File: config.mk
export PLATFORM = sky130hd
export DESIGN_NAME = rfc_bank
export DESIGN_NICKNAME = d
export VERILOG_FILES = /design/src/hdl/rfc_pkg.sv /design/src/hdl/rfc_ack_if.sv /design/src/hdl/rfc_bank.sv /design/src/hdl/rfc_ack_timer.sv
export VERILOG_INCLUDE_DIRS = /design/src /design/src/hdl
export SDC_FILE = /design/constraint.sdc
export NUM_CORES = 1
export LEC_CHECK = 0
export BUFFER_PORTS_ARGS = -buffer_cell sky130_fd_sc_hd__buf_2
export CAP_MARGIN = 20
export CELL_PAD_IN_SITES_DETAIL_PLACEMENT = 2
export CELL_PAD_IN_SITES_GLOBAL_PLACEMENT = 2
export CORE_ASPECT_RATIO = 1.1
export CORE_UTILIZATION = 34
export CTS_CLUSTER_DIAMETER = 100
export DETAILED_ROUTE_END_ITERATION = 6
export HOLD_SLACK_MARGIN = 0.02
export PLACE_DENSITY_LB_ADDON = 0.2
export SYNTH_ARGS = -nofsm -noshare
export SYNTH_HDL_FRONTEND = slang
export SYNTH_HIERARCHICAL = 1
export SYNTH_SLANG_ARGS = --single-unit
export TNS_END_PERCENT = 20
File: constraint.sdc
create_clock -name i_ref_clk -period 4.5 [get_ports i_ref_clk]
set_input_delay 0.9 -clock i_ref_clk [delete_from_list [all_inputs] [get_ports i_ref_clk]]
set_output_delay 0.9 -clock i_ref_clk [all_outputs]
set_load 0.02 [all_outputs]
File: src/hdl/rfc_consts.svh
// Offsets, field positions, reset values and timing counts of the receive filter control bank
// Assumes inclusion by bare name from the package and the design modules
`ifndef RFC_CONSTS_SVH
`define RFC_CONSTS_SVH
`define RFC_ADDR_W 20
`define RFC_OFF_FILTER_CTRL 20'h05008
`define RFC_OFF_MGMT_VLAN0 20'h05010
`define RFC_OFF_MGMT_VLAN1 20'h05014
`define RFC_OFF_ACK_DELAY 20'h05020
`define RFC_OFF_IRQ_STATUS 20'h05024
`define RFC_OFF_IRQ_MASK 20'h05028
`define RFC_FC_STORAGE_OFF 0
`define RFC_FC_WC_LSB 1
`define RFC_FC_WC_MSB 5
`define RFC_FC_WR_OFF 6
`define RFC_FC_RD_OFF 7
`define RFC_FC_VER_LSB 8
`define RFC_FC_VER_MSB 9
`define RFC_FC_V6_OFF 10
`define RFC_FC_V6_CSUM_OFF 11
`define RFC_FC_ACK_OFF 12
`define RFC_FC_ACK_NOPAY 13
`define RFC_FC_FRAG_OFF 14
`define RFC_FC_EXST_ON 15
`define RFC_FC_MASK 32'h0000FFFF
`define RFC_VLAN_MASK 32'h80000FFF
`define RFC_VLAN_EN 31
`define RFC_VLAN_ID_MSB 11
`define RFC_RESET_VAL 32'h00000000
`define RFC_IRQ_W 3
`define RFC_ACK_DELAY_W 16
`define RFC_TICK_NS 1024
`define RFC_CLK_PS 4000
`define RFC_TICK_CYCLES ((`RFC_TICK_NS * 1000) / `RFC_CLK_PS)
`endif

File: src/hdl/rfc_pkg.sv
// Types shared by the receive filter control bank
// Assumes the constants header is on the include path
`include "rfc_consts.svh"
package rfc_pkg;
    typedef enum logic [1:0] {RFC_VER2, RFC_VER3, RFC_VER4, RFC_VER_RSVD} rfc_ver_type;
    typedef enum logic [0:0] {RFC_TMR_IDLE, RFC_TMR_RUN} rfc_tmr_type;
    typedef struct packed {
        logic valid;
        logic ack_flag;
        logic has_payload;
    } rfc_ack_type;
endpackage : rfc_pkg

File: src/hdl/rfc_ack_if.sv
// Carries acknowledgement detect and timer handshake between bank and timer
// Assumes one clock domain
`timescale 1ns/10ps
`include "rfc_consts.svh"
interface rfc_ack_if;
    logic start;
    logic [`RFC_ACK_DELAY_W-1:0] delay;
    logic expire;
    logic busy;
    modport bank (output start, output delay, input expire, input busy);
    modport tmr (input start, input delay, output expire, output busy);
endinterface : rfc_ack_if

File: src/hdl/rfc_bank.sv
// Receive filter control and management VLAN tag registers with ack timer and interrupt
// Assumes a single-cycle register port master and a receive datapath on i_ref_clk
//
// Overview of operation
// - Storage filter off bit 0 stops storage-protocol header filtering.
// - Bits 5:1 give the storage header length in 32-bit words.
// - Bit 6 stops filtering of file-sharing write request headers.
// - Bit 7 stops filtering of file-sharing read reply headers.
// - Bits 9:8 pick file-sharing version 2, 3, 4, or reserved.
// - Bit 10 disables IPv6 packet filtering.
// - Bit 11 disables checksum processing on IPv6 packets.
// - Bit 12 suppresses the accelerated TCP acknowledgement interrupt.
// - Bit 13 set needs ACK flag and no payload; clear needs ACK only.
// - Bit 14 stops header split of IP fragments.
// - Extended status written when bit 15 set or split descriptors used.
// - Each VLAN entry holds a 12-bit ID, compared only while enabled.
// - Bit 31 enables the VLAN entry and resets to zero.
// - IPv6 L4 checksum only with both IPv6 off bits clear and offload on.
// - Acknowledgements use a dedicated delay timer in 1.024 us units.
`timescale 1ns/10ps
`include "rfc_consts.svh"
module rfc_bank
    import rfc_pkg::*;
#(
    parameter int TICK_CYCLES = `RFC_TICK_CYCLES
)(
    input wire logic i_ref_clk,
    input wire logic i_rstn,
    input wire logic [19:0] i_addr,
    input wire logic [31:0] i_wdata,
    input wire logic i_wr,
    input wire logic i_rd,
    output logic [31:0] o_rdata,
    output logic o_irq,
    input wire logic i_l4_checksum_offload_on,
    input wire logic i_split_desc,
    input wire logic i_pkt_valid,
    input wire logic i_pkt_v6,
    input wire logic i_pkt_tcp_ack,
    input wire logic i_pkt_has_payload,
    input wire logic i_pkt_vlan_valid,
    input wire logic [11:0] i_pkt_vlan_id,
    output logic o_storage_filter_on,
    output logic [4:0] o_storage_header_word_count,
    output logic o_fileshare_write_filter_on,
    output logic o_fileshare_read_filter_on,
    output logic [1:0] o_fileshare_version,
    output logic o_v6_filter_on,
    output logic o_v6_l4_checksum_on,
    output logic o_fragment_split_on,
    output logic o_extended_status_on,
    output logic [1:0] o_vlan_match,
    output logic o_ack_irq_pulse
);
    logic rst_meta_r;
    logic rst_sync_r;
    logic [31:0] fctl_r;
    logic [31:0] vlan_r [2];
    logic [15:0] ack_delay_r;
    logic [2:0] irq_stat_r;
    logic [2:0] irq_mask_r;
    logic [2:0] irq_set;
    logic [2:0] irq_clr;
    logic ack_hit;
    logic [1:0] vlan_hit;
    rfc_ack_type ack_pkt;
    rfc_ack_if ack_bus();

    function automatic logic is_addr(input logic [19:0] a, input logic [19:0] off);
        is_addr = (a == off);
    endfunction : is_addr

    function automatic logic vlan_cmp(input logic [31:0] ent, input logic [11:0] id);
        vlan_cmp = ent[`RFC_VLAN_EN] && (ent[`RFC_VLAN_ID_MSB:0] == id);
    endfunction : vlan_cmp

    // Reset released through two flops so all bank flops leave reset together
    always_ff @(posedge i_ref_clk or negedge i_rstn)
    begin
        if (!i_rstn)
        begin
            rst_meta_r <= 1'b0;
            rst_sync_r <= 1'b0;
        end
        else
        begin
            rst_meta_r <= 1'b1;
            rst_sync_r <= rst_meta_r;
        end
    end

    always_ff @(posedge i_ref_clk or negedge rst_sync_r)
    begin
        if (!rst_sync_r)
        begin
            fctl_r <= `RFC_RESET_VAL;
        end
        else if (i_wr && is_addr(i_addr, `RFC_OFF_FILTER_CTRL))
        begin
            fctl_r <= i_wdata & `RFC_FC_MASK;
        end
    end

    always_ff @(posedge i_ref_clk or negedge rst_sync_r)
    begin
        if (!rst_sync_r)
        begin
            vlan_r[0] <= `RFC_RESET_VAL;
            vlan_r[1] <= `RFC_RESET_VAL;
        end
        else if (i_wr)
        begin
            if (is_addr(i_addr, `RFC_OFF_MGMT_VLAN0))
            begin
                vlan_r[0] <= i_wdata & `RFC_VLAN_MASK;
            end
            if (is_addr(i_addr, `RFC_OFF_MGMT_VLAN1))
            begin
                vlan_r[1] <= i_wdata & `RFC_VLAN_MASK;
            end
        end
    end

    always_ff @(posedge i_ref_clk or negedge rst_sync_r)
    begin
        if (!rst_sync_r)
        begin
            ack_delay_r <= 16'h0000;
            irq_mask_r <= 3'h0;
        end
        else if (i_wr)
        begin
            if (is_addr(i_addr, `RFC_OFF_ACK_DELAY))
            begin
                ack_delay_r <= i_wdata[15:0];
            end
            if (is_addr(i_addr, `RFC_OFF_IRQ_MASK))
            begin
                irq_mask_r <= i_wdata[2:0];
            end
        end
    end

    // Control outputs to the receive datapath
    assign o_storage_filter_on = !fctl_r[`RFC_FC_STORAGE_OFF];
    assign o_storage_header_word_count = fctl_r[`RFC_FC_WC_MSB:`RFC_FC_WC_LSB];
    assign o_fileshare_write_filter_on = !fctl_r[`RFC_FC_WR_OFF];
    assign o_fileshare_read_filter_on = !fctl_r[`RFC_FC_RD_OFF];
    assign o_fileshare_version = fctl_r[`RFC_FC_VER_MSB:`RFC_FC_VER_LSB];
    assign o_v6_filter_on = !fctl_r[`RFC_FC_V6_OFF];
    assign o_v6_l4_checksum_on = !fctl_r[`RFC_FC_V6_OFF] && !fctl_r[`RFC_FC_V6_CSUM_OFF]
        && i_l4_checksum_offload_on;
    assign o_fragment_split_on = !fctl_r[`RFC_FC_FRAG_OFF];
    assign o_extended_status_on = fctl_r[`RFC_FC_EXST_ON] || i_split_desc;

    // Acknowledgement recognition; payload test only in the strict mode
    assign ack_pkt = '{valid: i_pkt_valid, ack_flag: i_pkt_tcp_ack,
        has_payload: i_pkt_has_payload};
    assign ack_hit = ack_pkt.valid && ack_pkt.ack_flag && !fctl_r[`RFC_FC_ACK_OFF]
        && !(fctl_r[`RFC_FC_ACK_NOPAY] && ack_pkt.has_payload);
    assign ack_bus.start = ack_hit && !ack_bus.busy;
    assign ack_bus.delay = ack_delay_r;
    assign o_ack_irq_pulse = ack_bus.expire;

    rfc_ack_timer #(.TICK_CYCLES(TICK_CYCLES)) u_timer (
        .i_ref_clk(i_ref_clk),
        .i_rstn(rst_sync_r),
        .ack(ack_bus)
    );

    // Hit is combinational so status and match flop take the same packet at the same edge
    always_comb
    begin
        for (int i = 0; i < 2; i++)
        begin
            vlan_hit[i] = i_pkt_valid && i_pkt_vlan_valid && vlan_cmp(vlan_r[i], i_pkt_vlan_id);
        end
    end

    always_ff @(posedge i_ref_clk or negedge rst_sync_r)
    begin
        if (!rst_sync_r)
        begin
            o_vlan_match <= 2'h0;
        end
        else
        begin
            o_vlan_match <= vlan_hit;
        end
    end

    // Status: bit0 ack timer expiry, bits 2:1 management VLAN hits; set beats read clear
    assign irq_set = {vlan_hit, ack_bus.expire};
    assign irq_clr = (i_rd && is_addr(i_addr, `RFC_OFF_IRQ_STATUS)) ? 3'h7 : 3'h0;

    always_ff @(posedge i_ref_clk or negedge rst_sync_r)
    begin
        if (!rst_sync_r)
        begin
            irq_stat_r <= 3'h0;
        end
        else
        begin
            irq_stat_r <= (irq_stat_r & ~irq_clr) | irq_set;
        end
    end

    assign o_irq = |(irq_stat_r & irq_mask_r);

    always_ff @(posedge i_ref_clk or negedge rst_sync_r)
    begin
        if (!rst_sync_r)
        begin
            o_rdata <= 32'h00000000;
        end
        else if (i_rd)
        begin
            case (i_addr)
                `RFC_OFF_FILTER_CTRL: o_rdata <= fctl_r;
                `RFC_OFF_MGMT_VLAN0: o_rdata <= vlan_r[0];
                `RFC_OFF_MGMT_VLAN1: o_rdata <= vlan_r[1];
                `RFC_OFF_ACK_DELAY: o_rdata <= {16'h0000, ack_delay_r};
                `RFC_OFF_IRQ_STATUS: o_rdata <= {29'h00000000, irq_stat_r};
                `RFC_OFF_IRQ_MASK: o_rdata <= {29'h00000000, irq_mask_r};
                default: o_rdata <= 32'h00000000;
            endcase
        end
        else
        begin
            o_rdata <= 32'h00000000;
        end
    end
endmodule : rfc_bank

File: src/hdl/rfc_ack_timer.sv
// Acknowledgement interrupt delay timer counting in 1.024 us ticks
// Assumes synchronous reset release already done by the top
`timescale 1ns/10ps
`include "rfc_consts.svh"
module rfc_ack_timer
    import rfc_pkg::*;
#(
    parameter int TICK_CYCLES = `RFC_TICK_CYCLES
)(
    input wire logic i_ref_clk,
    input wire logic i_rstn,
    rfc_ack_if.tmr ack
);
    rfc_tmr_type state_r;
    logic [15:0] left_r;
    logic [15:0] tick_r;
    logic tick;
    logic expire_r;

    assign tick = (tick_r == 16'(TICK_CYCLES - 1));
    assign ack.expire = expire_r;
    assign ack.busy = (state_r == RFC_TMR_RUN);

    always_ff @(posedge i_ref_clk or negedge i_rstn)
    begin
        if (!i_rstn)
        begin
            state_r <= RFC_TMR_IDLE;
            left_r <= 16'h0000;
            tick_r <= 16'h0000;
            expire_r <= 1'b0;
        end
        else
        begin
            expire_r <= 1'b0;
            case (state_r)
                RFC_TMR_IDLE:
                begin
                    tick_r <= 16'h0000;
                    if (ack.start && ack.delay == 16'h0000)
                    begin
                        expire_r <= 1'b1;
                    end
                    else if (ack.start)
                    begin
                        left_r <= ack.delay;
                        state_r <= RFC_TMR_RUN;
                    end
                end
                RFC_TMR_RUN:
                begin
                    // No reload while counting down
                    tick_r <= tick ? 16'h0000 : tick_r + 16'h0001;
                    if (tick)
                    begin
                        left_r <= left_r - 16'h0001;
                        if (left_r == 16'h0001)
                        begin
                            expire_r <= 1'b1;
                            state_r <= RFC_TMR_IDLE;
                        end
                    end
                end
                default: state_r <= RFC_TMR_IDLE;
            endcase
        end
    end
endmodule : rfc_ack_timer

==> results.cfg, run 1 <==
[status]
status = complete, no violations

[synthesis]
synth_edf_count = 0
async_flop_share_pct = 100
syn_avg_cell_area_um2 = 11.4
synth_area_leaders = dfrtp_1 48%, mux2_2 10%, xnor2_1 4.8%
ys_types = 65
syn_inst = 540
ys_seq_area_share_pct = 48.2
ys.warnings.count = 6
yosys.area.top_type = dfrtp_1
synth_seq_cells = 119
synth_top_area_share_pct = 48.2
syn_area_um2 = 6170
yosys_most_used_dff = dfrtp_1

[floorplanning]
core_um2 = 17700
num_rows = 51
dieArea_um2 = 18700
die_height_um = 143
start_util_pct = 34.8
die_w_um = 130
boundaryPins = 125

[cts]
cts-root-buf = clkbuf_16
clockBufferDepth = 2
post_cts_buffers = 0
clk_pin_slew_worst_paths_ns = 0.06
tritoncts = yes
cts_made_buffers = 17
ctsResizeCount = 0
htree_levels = 4
clock_sinks = 119
clkLatencyLatePin_ns = 0.42
ctsHoldBuffers = 0

[route]
via_per_inst = 5.35
drc_errors = 0
ant_nets = 0
drtIter0Drc = 178
num_vias = 4733
routedWlPerCell_um = 21.7
wirelength_mm = 19.2
drt_pass1_iterations = 4

[place]
post-place-ws_ns = 1.27
place.gp.congestion = 0.781
dp_hpwl_mm = 13.5
port_buffers = 93
dpl_cell_area_um2 = 6810

[grt]
grt_pass1_vias = 5341
grt.overflow.total = 0
grt_antenna_before_repair = 0
grt_pass1_wl_mm = 30.4
grt_start_max_net_pins = 80
grtUsageTotal_pct = 22.2

[sta]
worst_pin_slew_ns = 1.02
setup_violations = 0
min_period_ns = 2.80
timing.setup.tns_ns = 0
post-route-period-util_pct = 62.2
fin_skew_ns = 0.00978
hold_viol_final = 0
drv_slew = 0
max-slew-margin-rel_pct = 31.8
rsz0062_at_grt = no
max_freq_mhz = 357
setup_slack_ns = 1.70

[cells_and_area]
n_fill_cell = 1912
final_common_cell = dfrtp_1
antenna_cells = 0
final_cell_area_um2 = 7400
multi_input_area_um2 = 2950
drive_gt1_share_pct = 34.0
syn2layout_area_growth_pct = 19.8
area.sequential_um2 = 2980
nets = 712
final_cell_mix = 118 x dfrtp_1, 93 x buf_2, 55 x mux2_2

[setup_path]
required_ns = 4.78
reg2reg_from = ack_bus.delay[14]
r2r-end = u_timer/left_r[14]
critical-path-top-delay-family = simple AND/OR/NAND/NOR gates
ff2ff_path_depth = 5
crit_chain = buf_2, nor4_4, and4_1, nand3_1, a211oi_1
path_depth = 5
cp-start-kind = input port
critPathArrivalTime_ns = 3.08
startpoint = i_addr[1]
cp_slowest_cell = nand3_1
max_stage_delay_ns = 0.71
cp_num_buf_inv = 1
r2r_slack_ns = 1.95
cp-end-kind = flop
critical_path_class = in -> reg
crit_end = o_rdata[8]
crit_fanout = 14

[power]
combPwrFrac_pct = 5.1
power.density_nw_per_um2 = 342
p_clk_share_pct = 52.2
p_int_w = 0.00194
p_leak_nw = 3.34
peakVddDrop_v = 0.000284
power.switching_w = 0.000588
switching_share_pct = 23.2
sequentialPowerShare_pct = 42.7

[hold_path]
hold_path_class = reg -> async

[flow_run]
drv_cap = 0
[power by group through the flow]
stage / sequential (W) / combinational [W] / clock (W)
floorplan: 0.00111 / 0.0000597 / 0
global placement: 0.00111 / 0.000112 / 0
detailed placement: 0.00111 / 0.000115 / 0
CTS: 0.00109 / 0.000116 / 0.00135
global route: 0.00108 / 0.000142 / 0.00139
finish: 0.00108 / 0.000130 / 0.00132
[sequential cells by signal, indices dropped and copies added, names as in the netlist]
signal              count
u_timer/left_r         16
irq_stat_r              3
rst_sync_r              1
irq_mask_r              3
u_timer/ack.expire      1
o_rdata                17
rst_meta_r              1
u_timer/ack.busy        1
fctl_r                 16
vlan_r                 26
ack_bus.delay          16
u_timer/tick_r         16
o_vlan_match            2
[through the flow]
step                utilization, %  hold WS [ns]  power [W]  std cells
finish                        41.7         0.160    0.00253        885
global route                  41.7         0.176    0.00261        885
CTS                           41.5         0.229    0.00256        884
detailed placement            38.4         0.336    0.00123        852
global placement              38.4         0.342    0.00122        852
floorplan                        -         0.331    0.00117        554
[cells in the mapped netlist, drive strengths merged, types with 10 or more instances]
cell type	number
a211oi	13
a22oi	13
nor4	13
a21oi	15
nand2	30
dfrtp	119
mux2	66
nor3	10
xnor2	34
inv	12
a22o	10
buf	33
nand4	11
nor2	36
nand3	14
[layer usage]
| metal | GRT usage, % | wire, um | vias up |
|---|---|---|---|
| li1 | - | - | 2134 |
| met1 | 27.8 | 8510 | 2462 |
| met2 | 38.1 | 9680 | 115 |
| met3 | 3.61 | 606 | 22 |
| met4 | 8.17 | 384 | 0 |
| met5 | 0 | 0 | - |
[final cells by class]
class / count / share of cell area, %
multi-input combinational: 380 / 39.8
sequential: 119 / 40.3
inverter: 13 / 0.660
timing repair buffer: 103 / 7.58
clock inverter: 9 / 1.39
tap: 238 / 4.03
clock buffer: 23 / 6.19
[kinds of logic (layout without fill, tap and decap cells)]
family	after synthesis	count (layout)	synth area share, %
xor+xnor	42	42	5.96
mux	70	70	13.4
other cells	2	16	0.122
flops	119	119	48.2
simple gates	162	162	16.0
buf+inv	55	148	5.11
fa+ha+maj	3	3	0.608
compound gates	87	87	10.6
[worst min-delay path by stage]
stage / to / cells past startpoint / slack [ns]
2_1_floorplan: rst_sync_r / 0 / 0.33
4_1_cts: rst_sync_r / 1 / 0.23
6_report: fctl_r[8] / 0 / 0.16
3_5_place_dp: rst_sync_r / 0 / 0.34
3_3_place_gp: rst_sync_r / 0 / 0.34
5_1_grt: fctl_r[8] / 0 / 0.18
[worst register-to-register path: cells and delay by family, from the launching register on]
family	cells	cell delay, ns
AO/OA/AOI/OAI	4	1.35
AND/OR/NAND/NOR	1	0.64
flip-flops	1	0.43
No activity file was read; power rests on OpenSTA's default activity.
==> inputs of run 2 (changes only) <==
Clock period 4.5 ns to 2.9 ns, I/O delays scaled along.
==> results.cfg, run 2 (synthesis gave the netlist of run 1 again) <==
[status]
status = complete, no violations

[sta]
fin_skew_ns = 0.0109
setup_violations = 0
max_freq_mhz = 410
setup_slack_ns = 0.462
min_period_ns = 2.44
drv_slew = 0
post-route-period-util_pct = 84.1
hold_viol_final = 0
worst_pin_slew_ns = 0.774
timing.setup.tns_ns = 0
max-slew-margin-rel_pct = 48.3
rsz0062_at_grt = no

[route]
via_per_inst = 5.32
num_vias = 4780
drt_pass1_iterations = 4
wirelength_mm = 19.4
drc_errors = 0
drtIter0Drc = 232
ant_nets = 0
routedWlPerCell_um = 21.6

[floorplanning]
die_w_um = 130
dieArea_um2 = 18700
die_height_um = 143
num_rows = 51
start_util_pct = 34.8
core_um2 = 17700
boundaryPins = 125

[cells_and_area]
final_cell_area_um2 = 7540
final_cell_mix = 118 x dfrtp_1, 93 x buf_2, 55 x mux2_2
postLayoutCoreUtil_pct = 42.5
regMostFlops = vlan_r
top_regs = vlan_r x26, o_rdata x17
antenna_cells = 0
final_common_cell = dfrtp_1
largest_register_ffs = 26
drive_gt1_share_pct = 35.9
syn2layout_area_growth_pct = 22.2
nets = 725

[setup_path]
cp-start-kind = flop
path_depth = 5
crit_fanout = 10
r2r_slack_ns = 0.46
crit_chain = or4_4, o41ai_4, nor2_2, a211oi_1, a311oi_1
cp_num_buf_inv = 0
reg2reg_from = ack_bus.delay[6]
ff2ff_path_depth = 5
critical-path-top-delay-family = compound AO/OA/AOI/OAI gates
max_stage_delay_ns = 0.78
startpoint = ack_bus.delay[6]
cp_slowest_cell = o41ai_4
critPathArrivalTime_ns = 2.71
cp-end-kind = flop
critical_path_class = reg -> reg
required_ns = 3.17

[cts]
clk_pin_slew_worst_paths_ns = 0.06
cts_made_buffers = 17
cts-root-buf = clkbuf_16
htree_levels = 4
clock_sinks = 119
tritoncts = yes
clkLatencyLatePin_ns = 0.42
clockBufferDepth = 2

[power]
power.density_nw_per_um2 = 540
switching_share_pct = 22.7
p_int_w = 0.00315
power.switching_w = 0.000925
p_leak_nw = 3.44
sequentialPowerShare_pct = 41.2
p_clk_share_pct = 53.9
combPwrFrac_pct = 4.9
peakVddDrop_v = 0.000365
p_total_w = 0.00408

[grt]
grt_start_max_net_pins = 59
grt.overflow.total = 0
grt_pass1_wl_mm = 31.0
grt_antenna_before_repair = 0
grt_pass1_vias = 5400
grtUsageTotal_pct = 22.4

[place]
post-place-ws_ns = 0.470
place.gp.congestion = 0.804
dpl_cell_area_um2 = 6920
port_buffers = 93
dp_hpwl_mm = 14.1

[hold_path]
hold_path_class = reg -> async

[flow_run]
drv_cap = 0
[run 2: worst paths after layout]
kind | to
max | u_timer/left_r[3]
min | o_rdata[12]
min reg2reg | o_rdata[12]
max reg2reg | u_timer/left_r[3]
max in group asynchronous | u_timer/left_r[5]
min in group i_ref_clk | rst_sync_r
[run 2: cell type report]
class                           instances  area (um^2)
Clock inverter                         12          149
Fill cell                            1926        10200
Timing Repair Buffer                  116          653
Sequential cell                       119         2980
Inverter                               13         48.8
Clock buffer                           20          467
Tap cell                              238          298
Multi-Input combinational cell        380         2950
[run 2: per-layer routing]
metal  vias to the layer above  GRT usage [%]  wire length (um)
li1                       2162              -                 -
met1                      2493           28.6              8520
met2                       109           38.8              9940
met3                        16           4.10               673
met4                         0           5.87               224
met5                         -              0                 0
[run 2: worst reg2reg max path: stages (launching register included)]
cell,delay (ns)
dfrtp_1,0.43
or4_4,0.59
o41ai_4,0.78
nor2_2,0.17
a211oi_1,0.25
a311oi_1,0.08
[run 2: power groups by stage]
stage / Sequential, W / Combinational [W] / Clock (W)
finish: 0.00168 / 0.000201 / 0.00219
global placement: 0.00171 / 0.000195 / 0
floorplan: 0.00172 / 0.0000927 / 0
CTS: 0.00168 / 0.000203 / 0.00224
detailed placement: 0.00171 / 0.000200 / 0
global route: 0.00168 / 0.000219 / 0.00230
[run 2: repair_timing]
item                      in CTS  in global routing
hold buffers                   1                  0
setup buffers                  0                  0
gates resized for setup        0                  0
hold endpoints to repair       2                  0
[run 2: metrics by stage]
step	hold WS [ns]	std cells
6_report	0.268	898
5_1_grt	0.317	898
3_5_place_dp	0.284	865
4_1_cts	0.288	898
3_3_place_gp	0.273	865
2_1_floorplan	0.284	554
